===== config.mk =====
export PLATFORM = sky130hd
export DESIGN_NAME = rtc_core
export DESIGN_NICKNAME = d
export VERILOG_FILES = /design/src/core/rtc_sync.v /design/src/core/rtc_core.v
export VERILOG_INCLUDE_DIRS = /design/src /design/src/core
export SDC_FILE = /design/constraint.sdc
export NUM_CORES = 1
export LEC_CHECK = 0
export ABC_CLOCK_PERIOD_IN_PS = 3600
export BUFFER_PORTS_ARGS = -buffer_cell sky130_fd_sc_hd__buf_2
export CAP_MARGIN = 20
export CORE_UTILIZATION = 45
export CTS_BUF_LIST = sky130_fd_sc_hd__clkbuf_16
export DETAILED_ROUTE_END_ITERATION = 10
export GPL_TIMING_DRIVEN = 0
export PLACE_DENSITY = 0.63
export SLEW_MARGIN = 30
export SYNTH_ARGS = -nofsm -noshare
export SYNTH_HDL_FRONTEND = slang
export SYNTH_SLANG_ARGS = --single-unit

===== constraint.sdc =====
create_clock -name sys_clk -period 3.6 [get_ports sys_clk]
set_input_delay 0.36 -clock sys_clk [delete_from_list [all_inputs] [get_ports sys_clk]]
set_output_delay 0.36 -clock sys_clk [all_outputs]
set_load 0.05 [all_outputs]

===== src/core/rtc_map.vh =====
/*
 * register map, control and status field positions, reset values and
 * timing figures of the seconds counter / watchdog core.
 * assumes the including file runs on a 125 MHz system clock.
 */
`ifndef RTC_MAP_VH
`define RTC_MAP_VH

// register locations (pointer values)
`define RTC_ADDR_TOD0      4'h0
`define RTC_ADDR_TOD3      4'h3
`define RTC_ADDR_CD0       4'h4
`define RTC_ADDR_CD2       4'h6
`define RTC_ADDR_CTRL      4'h7
`define RTC_ADDR_STAT      4'h8
`define RTC_ADDR_CHG       4'h9
// pointer wraps to zero after this location during multibyte access
`define RTC_PTR_WRAP       4'h8
`define RTC_PTR_LAST       4'h9

// control register fields
`define RTC_CTL_OSC_DIS    7
`define RTC_CTL_EN         6
`define RTC_CTL_MODE       5
`define RTC_CTL_BACKUP_SQUARE_WAVE_ENABLE      4
`define RTC_CTL_STEER      3
`define RTC_CTL_RS_HI      2
`define RTC_CTL_RS_LO      1
`define RTC_CTL_AIE        0

// status register fields
`define RTC_STAT_OSF       7
`define RTC_STAT_ZERO      0

// reset values, charger key and refused-read value
`define RTC_CTL_RESET      8'h06
`define RTC_CHG_RESET      8'h00
`define RTC_CHG_KEY        4'ha
`define RTC_BLOCKED_READ   8'hff

// timing: system clock, pulse widths, oscillator division
`define RTC_SYS_CLK_KHZ    125000
`define RTC_PULSE_MS       250
`define RTC_OSC_START_MS   1000
`define RTC_PRESC_SEC_LAST 15'h7fff
`define RTC_PRESC_WD_LAST  3'h7

`endif


===== src/core/rtc_sync.v =====
/*
 * two-flop synchroniser for a group of single-bit levels, one chain per bit.
 * assumes the inputs are asynchronous to clk and only the second flop is read.
 */
module rtc_sync #(
	parameter           W    = 3,
	parameter [W-1:0]   INIT = {W{1'b0}}
) (
	// clock and reset
	input  wire         clk,
	input  wire         rst,
	// levels in and out
	input  wire [W-1:0] async_in,
	output wire [W-1:0] sync_out
);

	genvar i;

	generate
		for (i = 0; i < W; i = i + 1) begin : g_bit
			reg meta_q;  // first stage, read only by the second stage
			reg sync_q;  // second stage, safe to use

			// both stages take the reset constant; no port value under reset
			always @(posedge clk) begin
				if (rst) begin
					meta_q <= INIT[i];
					sync_q <= INIT[i];
				end else begin
					meta_q <= async_in[i];
					sync_q <= meta_q;
				end
			end

			assign sync_out[i] = sync_q;
		end
	endgenerate

endmodule


===== src/core/rtc_core.v =====
/*
 * seconds counter and watchdog/alarm countdown core with reset sequencing.
 * assumes a serial-bus front end on sys_clk that delivers start/stop
 * pulses and byte-wide pointer, write and read strobes; the oscillator,
 * supply comparator and reset pin arrive asynchronously.
 */
// What this block does
// - refuse register access while supply failed
// - access resumes only after reset pin high
// - pointer increments, wraps back to location zero
// - snapshot time on start, stop, pointer wrap
// - 32-bit seconds up counter, bytes zero-three
// - reads latch value into holding register
// - seconds byte write resets square-wave phase
// - countdown write loads counter and seed
// - countdown disabled acts as plain storage
// - all-zero countdown write disables counting
// - alarm mode: per second, flag, reload
// - alarm mode interrupt follows flag when enabled
// - watchdog mode counts 4096 steps per second
// - watchdog read or write reloads seed
// - watchdog zero sets flag and halts
// - steering 0: reset pulse, block, clear
// - steering 1: interrupt pulse when enabled
// - watchdog pulse cannot be cut short
// - write during pulse counts after pulse
// - power fail resets, tail plus startup if oscillator was stopped
// - pushbutton debounce, wait release, tail
`include "rtc_map.vh"

module rtc_core #(
	parameter [31:0] PULSE_CYCLES = `RTC_PULSE_MS * `RTC_SYS_CLK_KHZ,
	parameter [31:0] START_CYCLES = `RTC_OSC_START_MS * `RTC_SYS_CLK_KHZ
) (
	// clock and reset
	input  wire       sys_clk,
	input  wire       rst,
	// asynchronous inputs
	input  wire       osc_clk,
	input  wire       power_fail,
	input  wire       rst_pin_in,
	// register port from the serial front end
	input  wire       bus_start,
	input  wire       bus_stop,
	input  wire       ptr_load,
	input  wire [7:0] ptr_data,
	input  wire       wr_en,
	input  wire [7:0] wr_data,
	input  wire       rd_en,
	output reg  [7:0] rd_data_q,
	output reg        rd_valid_q,
	output wire       access_ok,
	// open-drain pins, enable high pulls low
	output wire       rst_pin_out,
	output reg        rst_pin_oe_q,
	output wire       int_pin_out,
	output reg        int_pin_oe_q,
	output wire       square_wave_out,
	output reg        sqw_oe_q,
	// charger selection decoded from its register
	output wire       charger_enable
);

	// reset sequencer states, one-hot
	localparam [6:0] S_IDLE = 7'b0000001;  // watching the pin
	localparam [6:0] S_PF   = 7'b0000010;  // supply failed
	localparam [6:0] S_PFT  = 7'b0000100;  // post-recovery hold
	localparam [6:0] S_PBD  = 7'b0001000;  // pushbutton debounce
	localparam [6:0] S_PBW  = 7'b0010000;  // waiting for button release
	localparam [6:0] S_PBT  = 7'b0100000;  // post-release hold
	localparam [6:0] S_WDP  = 7'b1000000;  // watchdog reset pulse

	// synchronised inputs
	wire [2:0]  sync_out;
	wire        osc_s     = sync_out[0];
	wire        pf_s      = sync_out[1];
	wire        pin_s     = sync_out[2];

	reg         osc_prev_q;        // oscillator level one cycle ago
	reg         pin_prev_q;        // reset pin level one cycle ago
	reg  [14:0] presc_q;           // oscillator edge prescaler
	reg  [31:0] tod_q;             // live seconds counter
	reg  [31:0] snap_q;            // time snapshot served to reads
	reg  [23:0] cnt_q;             // live countdown
	reg  [23:0] seed_q;            // reload value
	reg         halted_q;          // watchdog stopped at zero
	reg         zero_lock_q;       // countdown written all zero
	reg  [7:0]  ctl_q;             // control register
	reg         osf_q;             // oscillator stopped flag
	reg         af_q;              // countdown zero flag
	reg  [7:0]  chg_q;             // charger setup storage
	reg  [3:0]  ptr_q;             // register pointer
	reg  [6:0]  st_q;              // reset sequencer state
	reg  [31:0] rt_q;              // reset sequencer timer
	reg         osc_was_off_q;     // oscillator stopped during the fail
	reg         int_busy_q;        // interrupt pulse running
	reg  [31:0] it_q;              // interrupt pulse timer

	// input synchronisers: oscillator, supply comparator, reset pin
	// the pin starts low: our own reset drive holds it there, so a high
	// start value would show a false button press right after reset
	rtc_sync #(
		.W    (3),
		.INIT (3'b000)
	) u_sync (
		.clk      (sys_clk),
		.rst      (rst),
		.async_in ({rst_pin_in, power_fail, osc_clk}),
		.sync_out (sync_out)
	);

	// decoded control fields
	wire osc_dis  = ctl_q[`RTC_CTL_OSC_DIS];
	wire cd_en    = ctl_q[`RTC_CTL_EN];
	wire wd_mode  = ctl_q[`RTC_CTL_MODE];
	wire steer    = ctl_q[`RTC_CTL_STEER];
	wire alarm_irq_enable      = ctl_q[`RTC_CTL_AIE];

	// oscillator held only when on backup with the stop bit set
	wire osc_run  = ~(pf_s & osc_dis);
	wire osc_rise = osc_s & ~osc_prev_q & osc_run;
	wire sec_tick = osc_rise & (presc_q == `RTC_PRESC_SEC_LAST);
	wire wd_tick  = osc_rise & (presc_q[2:0] == `RTC_PRESC_WD_LAST);

	// bus access gating
	wire idle     = st_q[0];
	assign access_ok = idle & ~pf_s & pin_s;
	wire do_wr    = wr_en & access_ok;
	wire do_rd    = rd_en & access_ok;
	wire do_ptr   = ptr_load & access_ok;
	wire in_tod   = (ptr_q <= `RTC_ADDR_TOD3);
	wire in_cd    = (ptr_q >= `RTC_ADDR_CD0) & (ptr_q <= `RTC_ADDR_CD2);
	wire [1:0] byte_sel = ptr_q[1:0];
	wire wr_tod   = do_wr & in_tod;
	wire wr_cd    = do_wr & in_cd;
	wire rd_cd    = do_rd & in_cd;
	wire wr_ctl   = do_wr & (ptr_q == `RTC_ADDR_CTRL);
	wire wr_stat  = do_wr & (ptr_q == `RTC_ADDR_STAT);

	// next pointer: wrap to zero past the status location or the last one
	wire [3:0] ptr_next = ((ptr_q == `RTC_PTR_WRAP) | (ptr_q == `RTC_PTR_LAST)) ?
	                      `RTC_ADDR_TOD0 : ptr_q + 4'h1;
	wire ptr_wrap = (do_wr | do_rd) & (ptr_next == `RTC_ADDR_TOD0);

	// countdown state after a byte write, used for the all-zero check
	reg  [23:0] seed_wr;
	always @* begin
		seed_wr = seed_q;
		case (byte_sel)
			2'b00:   seed_wr[7:0]   = wr_data;
			2'b01:   seed_wr[15:8]  = wr_data;
			2'b10:   seed_wr[23:16] = wr_data;
			default: seed_wr        = seed_q;
		endcase
	end

	// countdown decisions
	wire pulse_busy = st_q[6] | int_busy_q;
	wire cd_active  = cd_en & ~zero_lock_q;
	wire step       = cd_active & ~pulse_busy & ~halted_q &
	                  (wd_mode ? wd_tick : sec_tick);
	wire at_zero    = (cnt_q <= 24'h000001);
	wire alarm_hit  = step & ~wd_mode & at_zero;
	wire wd_hit     = step & wd_mode & at_zero;
	wire wd_rst_req = wd_hit & ~steer;
	wire wd_int_req = wd_hit & steer & alarm_irq_enable;
	wire rt_done    = (rt_q == 32'h0);
	wire it_done    = int_busy_q & (it_q == 32'h0);
	wire wd_end     = (st_q[6] & rt_done) | it_done;

	// edge trackers for oscillator and reset pin
	always @(posedge sys_clk) begin
		if (rst) begin
			osc_prev_q <= 1'b0;
			pin_prev_q <= 1'b0;
		end else begin
			osc_prev_q <= osc_s;
			pin_prev_q <= pin_s;
		end
	end

	// prescaler; a seconds write restarts the phase of the 1 Hz output
	always @(posedge sys_clk) begin
		if (rst) begin
			presc_q <= 15'h0000;
		end else if (wr_tod) begin
			presc_q <= 15'h0000;
		end else if (osc_rise) begin
			presc_q <= presc_q + 15'h0001;
		end
	end

	// seconds counter and its snapshot
	always @(posedge sys_clk) begin
		if (rst) begin
			tod_q  <= 32'h00000000;
			snap_q <= 32'h00000000;
		end else begin
			if (wr_tod) begin
				// software byte wins over the tick in the same cycle
				tod_q[byte_sel*8 +: 8] <= wr_data;
			end else if (sec_tick) begin
				tod_q <= tod_q + 32'h00000001;
			end
			if (bus_start | bus_stop | ptr_wrap) begin
				snap_q <= tod_q;
			end
		end
	end

	// countdown counter, seed, halt and zero lock
	always @(posedge sys_clk) begin
		if (rst) begin
			cnt_q       <= 24'h000000;
			seed_q      <= 24'h000000;
			halted_q    <= 1'b0;
			zero_lock_q <= 1'b1;
		end else begin
			if (wr_cd) begin
				// write loads both; during a pulse it waits, see pulse_busy
				seed_q   <= seed_wr;
				cnt_q    <= seed_wr;
				halted_q <= 1'b0;
			end else if (rd_cd & cd_active & wd_mode) begin
				// a read in watchdog mode is the kick
				cnt_q    <= seed_q;
				halted_q <= 1'b0;
			end else if (alarm_hit) begin
				cnt_q <= seed_q;
			end else if (wd_hit) begin
				cnt_q    <= 24'h000000;
				halted_q <= 1'b1;
			end else if (step) begin
				cnt_q <= cnt_q - 24'h000001;
			end
			// all-zero content locks; the host's enable toggle unlocks
			if (wr_cd & (seed_wr == 24'h000000)) begin
				zero_lock_q <= 1'b1;
			end else if (wr_ctl & wr_data[`RTC_CTL_EN] & ~cd_en &
			             (seed_q != 24'h000000)) begin
				zero_lock_q <= 1'b0;
			end
		end
	end

	// control, charger and status flags; hardware set beats any clear
	always @(posedge sys_clk) begin
		if (rst) begin
			ctl_q <= `RTC_CTL_RESET;
			chg_q <= `RTC_CHG_RESET;
			osf_q <= 1'b1;
			af_q  <= 1'b0;
		end else begin
			if (wr_ctl) begin
				ctl_q <= wr_data;
			end
			if (do_wr & (ptr_q == `RTC_ADDR_CHG)) begin
				chg_q <= wr_data;
			end
			if (~osc_run) begin
				osf_q <= 1'b1;
			end else if (wr_stat & ~wr_data[`RTC_STAT_OSF]) begin
				osf_q <= 1'b0;
			end
			if (alarm_hit | wd_hit) begin
				af_q <= 1'b1;
			end else if (wd_end) begin
				af_q <= 1'b0;
			end else if (wr_stat & ~wr_data[`RTC_STAT_ZERO]) begin
				af_q <= 1'b0;
			end
		end
	end

	// pointer and read holding register
	always @(posedge sys_clk) begin
		if (rst) begin
			ptr_q      <= `RTC_ADDR_TOD0;
			rd_data_q  <= 8'h00;
			rd_valid_q <= 1'b0;
		end else begin
			rd_valid_q <= rd_en;
			if (do_ptr) begin
				ptr_q <= ptr_data[3:0];
			end else if (do_wr | do_rd) begin
				ptr_q <= ptr_next;
			end
			if (rd_en & ~access_ok) begin
				rd_data_q <= `RTC_BLOCKED_READ;
			end else if (do_rd) begin
				// the value is held here while the live counters run on
				case (ptr_q)
					4'h0, 4'h1, 4'h2, 4'h3: rd_data_q <= snap_q[byte_sel*8 +: 8];
					4'h4, 4'h5, 4'h6:       rd_data_q <= cnt_q[byte_sel*8 +: 8];
					`RTC_ADDR_CTRL:         rd_data_q <= ctl_q;
					`RTC_ADDR_STAT:         rd_data_q <= {osf_q, 6'h00, af_q};
					`RTC_ADDR_CHG:          rd_data_q <= chg_q;
					default:                rd_data_q <= 8'h00;
				endcase
			end
		end
	end

	// reset sequencer: power fail, pushbutton, watchdog pulse
	always @(posedge sys_clk) begin
		if (rst) begin
			st_q          <= S_IDLE;
			rt_q          <= 32'h0;
			osc_was_off_q <= 1'b0;
		end else begin
			if (~rt_done) begin
				rt_q <= rt_q - 32'h1;
			end
			if (pf_s & osc_dis) begin
				osc_was_off_q <= 1'b1;
			end
			if (pf_s) begin
				st_q <= S_PF;
			end else begin
				case (st_q)
					S_IDLE: begin
						if (wd_rst_req) begin
							st_q <= S_WDP;
							rt_q <= PULSE_CYCLES - 32'h1;
						end else if (~pin_s & pin_prev_q) begin
							st_q <= S_PBD;
							rt_q <= PULSE_CYCLES - 32'h1;
						end
					end
					S_PF: begin
						// stopped oscillator needs its start-up time as well
						st_q          <= S_PFT;
						rt_q          <= PULSE_CYCLES - 32'h1 +
						                 (osc_was_off_q ? START_CYCLES : 32'h0);
						osc_was_off_q <= 1'b0;
					end
					S_PBD: begin
						if (rt_done) begin
							st_q <= S_PBW;
						end
					end
					S_PBW: begin
						// the pin reads low for two cycles after we let go
						if (pin_s & ~pin_prev_q) begin
							st_q <= S_PBT;
							rt_q <= PULSE_CYCLES - 32'h1;
						end
					end
					S_PFT, S_PBT, S_WDP: begin
						if (rt_done) begin
							st_q <= S_IDLE;
						end
					end
					default: st_q <= S_IDLE;
				endcase
			end
		end
	end

	// interrupt pulse timer; software writes never shorten it
	always @(posedge sys_clk) begin
		if (rst) begin
			int_busy_q <= 1'b0;
			it_q       <= 32'h0;
		end else if (wd_int_req & ~int_busy_q) begin
			int_busy_q <= 1'b1;
			it_q       <= PULSE_CYCLES - 32'h1;
		end else if (it_done) begin
			int_busy_q <= 1'b0;
		end else if (int_busy_q) begin
			it_q <= it_q - 32'h1;
		end
	end

	// square-wave source picked by the rate bits
	reg sqw_lvl;
	always @* begin
		case (ctl_q[`RTC_CTL_RS_HI:`RTC_CTL_RS_LO])
			2'b00:   sqw_lvl = presc_q[14];
			2'b01:   sqw_lvl = presc_q[2];
			2'b10:   sqw_lvl = presc_q[1];
			default: sqw_lvl = osc_s;
		endcase
	end

	// registered pin enables; the open-drain drivers always pull low
	always @(posedge sys_clk) begin
		if (rst) begin
			rst_pin_oe_q <= 1'b1;
			int_pin_oe_q <= 1'b0;
			sqw_oe_q     <= 1'b0;
		end else begin
			rst_pin_oe_q <= pf_s | ~(st_q[0] | st_q[4]);
			int_pin_oe_q <= int_busy_q | (~wd_mode & alarm_irq_enable & af_q);
			sqw_oe_q     <= ~sqw_lvl & (~pf_s | ctl_q[`RTC_CTL_BACKUP_SQUARE_WAVE_ENABLE]);
		end
	end

	assign rst_pin_out     = 1'b0;
	assign int_pin_out     = 1'b0;
	assign square_wave_out = 1'b0;
	assign charger_enable  = (chg_q[7:4] == `RTC_CHG_KEY) &
	                         (chg_q[3] ^ chg_q[2]) & (chg_q[1:0] != 2'b00);

endmodule


# Yosys cells after proc, flatten, opt, wreduce, memory -nomap -nowiden

Cells that the tools add are included.

Flip-flop bits (word level): 244
Output and inout bits: 17
Word-level logic and storage cells: 233

$add $sub $neg: 8
Equality and inequality tests: 32
Bitwise gates (word level): 79
Reduce and logical (&&, ||, !) cells: 30
Muxes and demuxes: 44
Shift-type cells: 4
Order comparisons: 4

Operator list:

| operator                  | number |
|---|---|
| $mux W32                  | 7 |
| $mux W24                  | 5 |
| $pmux W32 S3              | 1 |
| $mux W25                  | 3 |
| $logic_not A32 Y1         | 2 |
| $sub A32 B1 Y32 const B   | 2 |
| $and A1 B1 Y1             | 48 |
| $mux W8                   | 5 |
| $pmux W8 S5               | 1 |
| $mux W7                   | 5 |
| $pmux W7 S5               | 1 |
| $neg A5 Y34               | 1 |
| $shift A8 B34 Y32 const A | 1 |
| $shiftx A8 B34 Y32        | 1 |
| $add A32 B1 Y32 const B   | 1 |
| $bwmux W32                | 1 |
| $shiftx A32 B6 Y8         | 1 |
| $add A25 B27 Y28 const A  | 1 |
| $mux W27                  | 1 |
| $le A24 B1 Y1 const B     | 1 |
| $logic_not A24 Y1         | 1 |
| $reduce_bool A24 Y1       | 1 |
| $shiftx A24 B6 Y8         | 1 |
| $sub A24 B1 Y24 const B   | 1 |
| 42 further kinds          | 108 |

# Depth between registers and ports, before layout

Gate-level depths: netlist of run 1.

Word-level depth: 13
Gate-level depth with buffers: 13

# By module

Synthesis of run 1 repeated with hierarchy kept, for this count alone.

Cell total of the unflattened synthesis: 1587
Area total of the unflattened synthesis: 12974.9 um^2

By module, submodules not included:

| module   | times used | area each (um^2) | cells an instance | sequential area each (um^2) |
|---|---|---|---|---|
| rtc_core | 1          | 12794.8          | 1572              | 4764.6 |
| rtc_sync | 1          | 180.2            | 15                | 120.1 |

# Worst setup path after synthesis of run 1

Ideal clock, no wire load.

Kind: reg2reg
Start point: reg u_sync.g_bit[1].sync_q
End point: reg snap_q[28]
Required time: 3.472 ns
Path buffers: 3
Cell stages (with the launch flop): 9
Setup time: 0.128 ns
Path slack: 0.771 ns
Arrival: 2.702 ns
Cell sequence: dfxtp_1 clkbuf_1 and3b_1 clkbuf_1 o21ai_1 o31ai_1 buf_2 mux2i_1 nor2_1

Longest elaborated chain between the ends: 7
Elaborated cells between the ends (all ways): 8
Those cells by class: bitwise: 8

RTL lines:

| what                                    | RTL line                       | source |
|---|---|---|
| start, declared                         | rtc_sync.v:22                  | `reg sync_q;` |
| start signal, assigned                  | rtc_sync.v:28                  | `sync_q <= INIT[i];` |
| start signal, assigned                  | rtc_sync.v:31                  | `sync_q <= meta_q;` |
| $not A1 Y1 *                            | rtc_core.v:127                 | `assign access_ok = idle & ~pf_s & pin_s;` |
| $and A1 B1 Y1 * (2 in series)           | rtc_core.v:127                 |  |
| net access_ok                           | rtc_core.v:52                  | `output wire access_ok,` |
| $and A1 B1 Y1, on equally long branches | rtc_core.v:128, rtc_core.v:129 |  |
| $or A1 B1 Y1 *                          | rtc_core.v:143                 | `` wire ptr_wrap = (do_wr \| do_rd) & (ptr_next == `RTC_ADDR_TOD0); `` |
| $and A1 B1 Y1 *                         | rtc_core.v:143                 |  |
| $or A1 B1 Y1 *                          | rtc_core.v:205                 | `if (bus_start \| bus_stop \| ptr_wrap) begin` |
| end signal, assigned                    | rtc_core.v:206                 | `snap_q <= tod_q;` |
| end, declared                           | rtc_core.v:83                  | `reg [31:0] snap_q;` |

The timed path passes the listed nets; every way through them passes the cells marked *.
A chain may end at the register's enable or synchronous reset.

# Worst setup path in the final report of run 1

Start point: reg cnt_q[10]
End point: reg cnt_q[17]

Longest elaborated chain between the ends: 6
Elaborated cells between the ends (all ways): 10
Those cells by class: add/sub: 1; order compare: 1; mux: 5; bitwise: 2; reduce/logical: 1

RTL lines:

| what                                                    | RTL line                       | source |
|---|---|---|
| start, declared                                         | rtc_core.v:84                  | `reg [23:0] cnt_q;` |
| start signal, assigned                                  | rtc_core.v:222                 | `cnt_q <= seed_wr;` |
| start signal, assigned                                  | rtc_core.v:226                 | `cnt_q <= seed_q;` |
| start signal, assigned                                  | rtc_core.v:229                 | `cnt_q <= seed_q;` |
| $sub A24 B1 Y24 / $le A24 B1 Y1 (equally long branches) | rtc_core.v:234, rtc_core.v:162 |  |
| $mux W24 / $and A1 B1 Y1 (equally long branches)        | rtc_core.v:233, rtc_core.v:164 |  |
| $mux W24                                                | rtc_core.v:230                 | `end else if (wd_hit) begin` |
| $mux W24                                                | rtc_core.v:228                 | `end else if (alarm_hit) begin` |
| $mux W24                                                | rtc_core.v:224                 | `end else if (rd_cd & cd_active & wd_mode) begin` |
| $mux W24                                                | rtc_core.v:219                 | `if (wr_cd) begin` |

Several ways; a longest one is shown, not always the timed one. The select of a mux whose other input is x is not followed.

==> results of run 1 <==
## state kept, by name, indices dropped and copies added, names as in the netlist, 3 cells and up
name	flops
it_q	32
rt_q	32
snap_q	32
tod_q	32
cnt_q	24
seed_q	24
presc_q	15
chg_q	8
ctl_q	8
rd_data_q	8
st_q	7
ptr_q	4
u_sync.g_bit.meta_q	3
u_sync.g_bit.sync_q	3
## worst max path at each step
stage,cells past startpoint,end
6_report,9,cnt_q[17]
3_3_place_gp,10,tod_q[24]
5_1_grt,10,cnt_q[8]
4_1_cts,11,rd_data_q[1]
2_1_floorplan,8,snap_q[28]
3_5_place_dp,11,rd_data_q[1]
## synth_stat cells (12+ instances only)
| library cell | n |
|---|---|
| and2_1 | 14 |
| nand2_1 | 165 |
| xor2_1 | 27 |
| mux2i_1 | 53 |
| nor2b_1 | 23 |
| and3_1 | 23 |
| inv_1 | 29 |
| xnor2_1 | 54 |
| nand4_1 | 24 |
| nand2b_1 | 16 |
| a221oi_1 | 20 |
| a21oi_1 | 126 |
| dfxtp_1 | 244 |
| nand3_1 | 57 |
| o21ai_1 | 21 |
| nor4_1 | 35 |
| nor3_1 | 61 |
| a22oi_1 | 16 |
| clkbuf_1 | 74 |
| nor2_1 | 174 |
| or3_1 | 22 |
| ha_1 | 12 |
| o21ai_0 | 54 |
| a211oi_1 | 16 |
## power groups by stage
stage	clock network (uW)	registers, uW	logic [uW]
floorplan	0	3080	1100
global placement	0	3060	1480
detailed placement	0	3070	1500
CTS	3040	3010	1520
global route	3150	3030	1690
finish	3000	3010	1540
## kinds of logic (layout without fill, tap and decap cells)
family,count (synthesis),count (layout),share of synthesized area [%]
AND/OR/NAND/NOR,676,676,26.8
other,1,3,0.0295
AO/OA/AOI/OAI,355,355,18.3
adder cells (fa/ha/maj),12,12,1.18
buffers and inverters,123,211,3.84
multiplexers,62,62,5.78
flip-flops,244,244,38.5
XOR/XNOR,81,81,5.59
## stage by stage
stage / util (%) / power, uW
after floorplan: - / 4180
after global placement: 48.0 / 4550
after detailed placement: 48.1 / 4570
after CTS: 51.7 / 7570
after global routing: 51.8 / 7880
final: 51.8 / 7550
## routing by layer
layer  track usage, %  vias up
li1                 -     5784
met1             38.8     5864
met2             45.9      506
met3             2.98      114
met4             15.1        0
met5                0        -
## area by class of cell
type | count | area [sq um] | share of cell area [%]
plain buffers | 94 | 384 | 2.67
clock buffers | 29 | 726 | 5.04
clock inverters | 23 | 241 | 1.68
inverters | 29 | 109 | 0.756
multi-input cells | 1189 | 7390 | 51.3
flip-flops and latches | 244 | 4880 | 33.9
well taps | 378 | 473 | 3.29
repair buffers | 36 | 193 | 1.34
## repair_timing
item	in CTS	in global routing
hold buffers	2	0
gates resized for setup	0	10
endpoints found under the hold margin	2	0
endpoints found under the setup margin	0	47
## worst reg2reg max path, delay by kind of cell, from the launching register on
family          cells  cell delay [ns]
compound gates      3             0.73
buf+inv             2             0.56
flops               1             0.42
simple gates        4             1.59
==> impl_metrics.ini, run 1 <==
[setup_path]
critical_path.max_fanout = 10
critical_path_required_ns = 4.02
cp_top_family = simple AND/OR/NAND/NOR gates
reg2reg_slack_ns = 0.16
worstPathCellList = nor4_2, nand2b_1, or4_1, buf_2, a21oi_2, nor2_1, clkbuf_1, a21oi_1, o32ai_1
crit_path_top_delay_cell = nor4_2
end_kind = register
r2r_start = cnt_q[10]
max_stage_delay_ns = 0.57
r2r-end = cnt_q[17]
start_kind = register
reg2regPathDepth = 9
critPathLaunch = cnt_q[10]
arrival_ns = 3.86
worst-path-buf-inv = 2
critical_path_class = register to register

[logic_synthesis]
yosys_warnings = 0
yosys-top-cells-area = dfxtp_1 (38%), nor2_1 (5.1%), a21oi_1 (5.0%)
synth_area_sq_mm = 0.0127
synth_top_area_share_pct = 38.5
synth_cell_types = 76
ys.flop_type = dfxtp_1
synth_edf_count = 0
post-synth-top-area-cell = dfxtp_1
async_reset_ff_share_pct = 0
seq_area_frac_synth_pct = 38.5
yosys_register_bits = 244
syn_area_per_cell_sq_um = 8.17
postSynthCellCount = 1554

[timing]
finalSetupTns_ns = 0
setup_violations = 0
worst_slack_ns = 0.155
hold_viol_final = 0
layout_min_cycle_time_ns = 3.44
period_share_pct = 95.7
relSlewSlack_pct = 22.9
holdWs_ns = 0.0408
tightest_slew_ns = 1.16
timing.fmax_ghz = 0.290
maxSlewViolCount = 0
rsz0062_at_grt = false
fin_skew_ns = 0.0173

[detailed_routing]
antenna_left = 0
route.detailed.wl_per_inst_um = 20.6
dr.max_layer_used = met4
first_pass_iters = 5
drt-met1-wl_um = 18000
num_vias = 12300
wirelength_um = 41600
drt_iter0_markers = 1367
met3WireLength_um = 2910
drcViolationCount = 0
routed_via_density = 6.07
met2_wirelength_um = 18500

[die]
ioPinCount = 43
dieHeight_um = 170
core-area_sq_mm = 0.0278
dieWidth_um = 170
initial_core_util_pct = 45.7
row_count = 61
die_area_sq_mm = 0.0289

[status]
status = finished, final reports clean

[clock_tree]
cts_buffers = 29
worstSkewPairLatency_ns = 0.57
cts_root_buf = clkbuf_16
cts_tree = done
cts.sinks = 244
clk_pin_slew_ns = 0.06
cts_setup_buffers = 0
clockBufferDepth = 3
cts_htree_levels = 1

[power]
power.net_switching_uw = 2300
power.internal_uw = 5250
p_per_area_mw_per_mm2 = 524
seq_power_share_pct = 39.9
combPwrFrac_pct = 20.3
peakVddDrop_mv = 0.381
power.leakage_uw = 0.00552
sw_frac_of_total_pct = 30.4
pwr-share-clk_pct = 39.8

[placed_design]
post-dp-hpwl_um = 30200
placed_cell_area_sq_mm = 0.0134
pre_cts_slack_ns = 0.0985
place_inst = 1968
routabilityCongestion = 0.946
port_buffers = 33

[hold_path]
min_path_cells = 2
hold_end = u_sync.g_bit[1].meta_q
hp-start = power_fail
hold_path.class = input port to register

[finish]
antenna_cells = 0
final_cell_mix = dfxtp_1 (244), nor2_1 (174), nand2_1 (165)
postLayoutCellArea_sq_mm = 0.0144
nNetsFinal = 1661
final_common_cell = dfxtp_1
drive_gt1_share_pct = 8.21
area.growth.synth_to_final_pct = 13.4
n_fill_cell = 2738
finalNonFillerCells = 2022

[global_route]
grt_pass1_vias = 11400
grt_max_degree = 16
antenna_found_initial = 0
grt_pass1_wl_um = 65000
grt_usage_pct = 28.9
overflow = 0

[run]
max_cap_violations = 0
Note: power is estimated with default switching activity, not from simulation.
==> run 2, diff against run 1 <==
--- a/config.mk
+++ b/config.mk
@@ -7,7 +7,7 @@
 export NUM_CORES = 1
 export LEC_CHECK = 0
 export ABC_CLOCK_PERIOD_IN_PS = 3600
-export BUFFER_PORTS_ARGS = -buffer_cell sky130_fd_sc_hd__buf_2
+export BUFFER_PORTS_ARGS = -buffer_cell sky130_fd_sc_hd__buf_4
 export CAP_MARGIN = 20
 export CORE_UTILIZATION = 45
 export CTS_BUF_LIST = sky130_fd_sc_hd__clkbuf_16
==> run 2 against run 1 <==
Global-route usage fell by 0.14 points. Register-to-register slack lost 0.05 ns. Hold slack worse by 0.021 ns. Routed wire length up 0.91%. Combinational power is essentially flat. Cell count is 0.25% lower.
==> impl_metrics.ini, run 2 (synthesis gave the netlist of run 1 again) <==
[placed_design]
post-dp-hpwl_um = 30200
routabilityCongestion = 0.981
pre_cts_slack_ns = 0.0800
placed_cell_area_sq_mm = 0.0135
port_buffers = 33

[timing]
setup_violations = 0
hold_viol_final = 0
relSlewSlack_pct = 29.2
tightest_slew_ns = 1.06
holdWs_ns = 0.0202
worst_slack_ns = 0.107
period_share_pct = 97.0
maxSlewViolCount = 0
timing.fmax_ghz = 0.286
rsz0062_at_grt = false
layout_min_cycle_time_ns = 3.49
fin_skew_ns = 0.0197

[finish]
final_common_cell = dfxtp_1
multi_input_area_sq_mm = 0.00739
final_cell_mix = dfxtp_1 (244), nor2_1 (174), nand2_1 (165)
seqCellArea_sq_mm = 0.00488
n_fill_cell = 2754
area.growth.synth_to_final_pct = 14.1
nNetsFinal = 1656
drive_gt1_share_pct = 8.48
postLayoutCellArea_sq_mm = 0.0145
antenna_cells = 0

[setup_path]
arrival_ns = 3.90
worst-path-buf-inv = 2
crit_path_top_delay_cell = or4_1
critical_path_class = register to register
worstPathCellList = nor4_4, nand2_1, or4_1, buf_2, a21oi_2, nor2_1, clkbuf_1, a21oi_1, o32ai_1
critical_path.max_fanout = 10
cp_top_family = simple AND/OR/NAND/NOR gates
end_kind = register
critical_path_required_ns = 4.00
max_stage_delay_ns = 0.57
start_kind = register

[clock_tree]
worstSkewPairLatency_ns = 0.56
cts_tree = done
holdBufCountCts = 0
cts_setup_buffers = 0
cts.sinks = 244
clockBufferDepth = 3
clk_pin_slew_ns = 0.06
cts_root_buf = clkbuf_16
cts_buffers = 27
cts_htree_levels = 1

[power]
peakVddDrop_mv = 0.358
power.leakage_uw = 0.00555
finalPower_uw = 7690
p_per_area_mw_per_mm2 = 531

[detailed_routing]
first_pass_iters = 6
route.detailed.wl_per_inst_um = 20.8
drcViolationCount = 0
num_vias = 12300
routed_via_density = 6.12
drt_iter0_markers = 1194
wirelength_um = 42000
antenna_left = 0

[global_route]
antenna_found_initial = 0
grt_pass1_wl_um = 64700
grt_pass1_vias = 11400
overflow = 0
grt_max_degree = 15
grt_usage_pct = 28.8

[die]
die_area_sq_mm = 0.0289
row_count = 61
dieHeight_um = 170
dieWidth_um = 170
ioPinCount = 43
core-area_sq_mm = 0.0278
initial_core_util_pct = 45.7

[run]
max_cap_violations = 0

[status]
status = finished, final reports clean

[hold_path]
hold_path.class = input port to register
[run 2: changes by cell type in the layout (fill, tap and decap cells not counted)]
cell	previous run	this run
buf_4	4	37
clkbuf_16	29	27
buf_2	44	11
dlygate4sd3_1	2	0
clkinv_2	3	5
clkinv_1	10	4
clkbuf_1	70	69
inv_6	0	2
inv_16	1	0
bufinv_16	5	8
[run 2: cell type report]
| cell class | count | share of cell area (%) |
|---|---|---|
| well taps | 378 | 3.27 |
| inverters | 29 | 0.752 |
| flip-flops and latches | 244 | 33.7 |
| clock inverters | 23 | 2.19 |
| multi-input cells | 1189 | 51.0 |
| plain buffers | 93 | 2.63 |
| clock buffers | 27 | 4.67 |
| repair buffers | 34 | 1.76 |
[run 2: worst register-to-register path: stages (launching register included)]
cell      delay (ns)
dfxtp_1         0.42
nor4_4          0.53
nand2_1         0.19
or4_1           0.57
buf_2           0.21
a21oi_2         0.47
nor2_1          0.31
clkbuf_1        0.32
a21oi_1         0.23
o32ai_1         0.11
[run 2: per-layer routing]
layer  vias up  wire (um)  GRT usage (%)  share of wire, %
met5         -          0              0                 0
met4         0       2150           14.8               5.1
met3       113       3160           3.35               7.5
met2       567      18800           45.2                45
met1      5905      17900           38.8                43
li1       5764          -              -                 -
[run 2: worst paths after layout]
check	depth (start not counted)	startpoint	end	slack (ns)
worst min register to register	1	u_sync.g_bit[0].meta_q	u_sync.g_bit[0].sync_q	0.44
worst max-delay path	9	cnt_q[4]	cnt_q[3]	0.11
worst min-delay path	2	rst_pin_in	u_sync.g_bit[2].meta_q	0.02
worst max register to register	9	cnt_q[4]	cnt_q[3]	0.11
[run 2: timing repair]
item | in CTS | in global routing
setup endpoints to repair | 0 | 53
resized for setup | 0 | 10
hold endpoints to repair | 0 | 0
[run 2: stage by stage]
| step | setup TNS [ns] | cells | utilization [%] |
|---|---|---|---|
| 4_1_cts | 0 | 2018 | 52.0 |
| 5_1_grt | 0 | 2017 | 52.1 |
| 3_5_place_dp | 0 | 1968 | 48.4 |
| 6_report | 0 | 2017 | 52.1 |
| 2_1_floorplan | 0 | 1556 | - |
| 3_3_place_gp | -0.0592 | 1967 | 48.3 |
[run 2: power breakdown]
part / internal (uW) / leakage [uW] / total, uW / switching, uW
registers: 2870 / 0.00198 / 3010 / 146
clock network: 1940 / 0.000497 / 3130 / 1190
logic: 581 / 0.00307 / 1560 / 975
==> run 3, diff against run 2 <==
--- a/config.mk
+++ b/config.mk
@@ -9,11 +9,11 @@
 export ABC_CLOCK_PERIOD_IN_PS = 3600
 export BUFFER_PORTS_ARGS = -buffer_cell sky130_fd_sc_hd__buf_4
 export CAP_MARGIN = 20
-export CORE_UTILIZATION = 45
+export CORE_UTILIZATION = 63
 export CTS_BUF_LIST = sky130_fd_sc_hd__clkbuf_16
 export DETAILED_ROUTE_END_ITERATION = 10
 export GPL_TIMING_DRIVEN = 0
-export PLACE_DENSITY = 0.63
+export PLACE_DENSITY = 0.83
 export SLEW_MARGIN = 30
 export SYNTH_ARGS = -nofsm -noshare
 export SYNTH_HDL_FRONTEND = slang
==> run 3 against run 2 <==
Sequential cell count unchanged. Critical path depth is 1 lower. Routed wire length down 4.7%. Cell count is 5.7% lower. Clock-buffer cell count is the same. Combinational power about the same. Hold slack gained 0.0088 ns. Sequential share of layout area rose by 0.80 points. Sequential power is essentially flat. Register-to-register slack improved by 0.06 ns. Die area is 28% lower. Final area shrank 2.3%.
==> impl_metrics.ini, run 3 (synthesis gave the netlist of run 1 again) <==
[global_route]
grt_max_degree = 14
antenna_found_initial = 0
overflow = 0
grt_pass1_wl_um = 62200
grt_usage_pct = 38.9
grt_pass1_vias = 11700

[finish]
antenna_cells = 0
area.growth.synth_to_final_pct = 11.4
nNetsFinal = 1656
final_common_cell = dfxtp_1
finalNonFillerCells = 1902
final_cell_mix = dfxtp_1 (244), nor2_1 (174), nand2_1 (165)
n_fill_cell = 1577
finalCoreUtilization_pct = 72.2
drive_gt1_share_pct = 7.88

[setup_path]
r2r-end = rt_q[27]
arrival_ns = 3.81
reg2regPathDepth = 8
r2r_start = cnt_q[4]
reg2reg_slack_ns = 0.17
critical_path_class = register to register
end_kind = register
start_kind = register
critical_path.max_fanout = 10
critical_path_required_ns = 3.99

[detailed_routing]
antenna_left = 0
wirelength_um = 40000
route.detailed.wl_per_inst_um = 21.1
first_pass_iters = 6
drcViolationCount = 0
drt_iter0_markers = 1409
dr.max_layer_used = met4
met3WireLength_um = 4060
routed_via_density = 6.62
met2_wirelength_um = 17700
drt-met1-wl_um = 15700
num_vias = 12600

[timing]
relSlewSlack_pct = 30.4
maxSlewViolCount = 0
period_share_pct = 95.2
timing.fmax_ghz = 0.292
rsz0062_at_grt = false
tightest_slew_ns = 1.04
finalSetupTns_ns = 0
setup_violations = 0
holdWs_ns = 0.0290
layout_min_cycle_time_ns = 3.43
fin_skew_ns = 0.0158
hold_viol_final = 0

[die]
core-area_sq_mm = 0.0196
dieWidth_um = 144
dieHeight_um = 144
initial_core_util_pct = 64.8
ioPinCount = 43
row_count = 51
die_area_sq_mm = 0.0207

[placed_design]
routabilityCongestion = 1.02
post-dp-hpwl_um = 28700
place_inst = 1854
port_buffers = 33

[clock_tree]
cts_tree = done
cts.sinks = 244
cts_htree_levels = 1
clockBufferDepth = 3
cts_setup_buffers = 0
worstSkewPairLatency_ns = 0.54
cts_buffers = 27
clk_pin_slew_ns = 0.06
cts_root_buf = clkbuf_16

[hold_path]
min_path_cells = 2
hold_path.class = input port to register
hp-start = osc_clk
hold_end = u_sync.g_bit[0].meta_q

[power]
peakVddDrop_mv = 0.463
p_per_area_mw_per_mm2 = 503
power.leakage_uw = 0.00546

[run]
max_cap_violations = 0

[status]
status = finished, final reports clean
==> run 3: cell count changes in the layout (fill, tap and decap cells not counted), sizes merged <==
cell    delta
buf        -1
bufinv     -7
clkbuf     +1
clkinv     +1
inv        +4
==> run 3: report_power, final <==
group / switching (uW) / leakage, uW / internal, uW
registers: 150 / 0.00198 / 2870
clock network: 1120 / 0.000419 / 1420
logic: 976 / 0.00307 / 580
total: 2250 / 0.00546 / 4870
==> run 3: final cells by class <==
type / count / area (sq um) / area share (%)
plain buffers: 94 / 383 / 2.71
clock buffers: 27 / 676 / 4.78
clock inverters: 21 / 123 / 0.867
inverters: 29 / 109 / 0.769
multi-input cells: 1189 / 7390 / 52.3
flip-flops and latches: 244 / 4880 / 34.5
well taps: 265 / 332 / 2.34
repair buffers: 33 / 248 / 1.75
==> run 3: how the worst max path moves through the flow <==
stage                                 startpoint           end  slack [ns]  depth (start not counted)
final                                   cnt_q[4]      rt_q[27]        0.17                          8
after CTS                               ptr_q[0]    snap_q[10]        0.11                         11
after global placement                  ptr_q[0]     tod_q[24]        0.08                         10
after floorplan           u_sync.g_bit[1].sync_q    snap_q[28]        0.77                          8
after global routing                    cnt_q[4]      rt_q[27]        0.04                          8
after detailed placement                ptr_q[0]  rd_data_q[0]        0.16                         11
==> run 3: stage by stage <==
stage	power [uW]	worst slack [ns]	area (sq um)
floorplan	4180	0.771	12700
global placement	4530	0.0779	13300
detailed placement	4570	0.162	13300
CTS	7080	0.112	14100
global route	7390	0.0391	14100
finish	7120	0.172	14100
==> run 3: what timing repair did <==
action,4_1_cts,5_1_grt
gates resized for setup,0,11
hold buffers,0,0
setup endpoints to repair,0,50
==> run 3: critical path, cell delays in order (launching register included) <==
cell and delay (ns):
dfxtp_1 0.42, nor4_4 0.49, nand2_1 0.16, or4_1 0.75
o31ai_1 0.60, nand2_1 0.32, clkbuf_1 0.33, nand2_1 0.13
a21oi_1 0.07
==> run 3: layer usage <==
layer	GRT usage, %	vias to the layer above
met5	0	-
met4	23.3	0
met3	7.20	185
met2	60.5	737
met1	50.1	5908
li1	-	5768
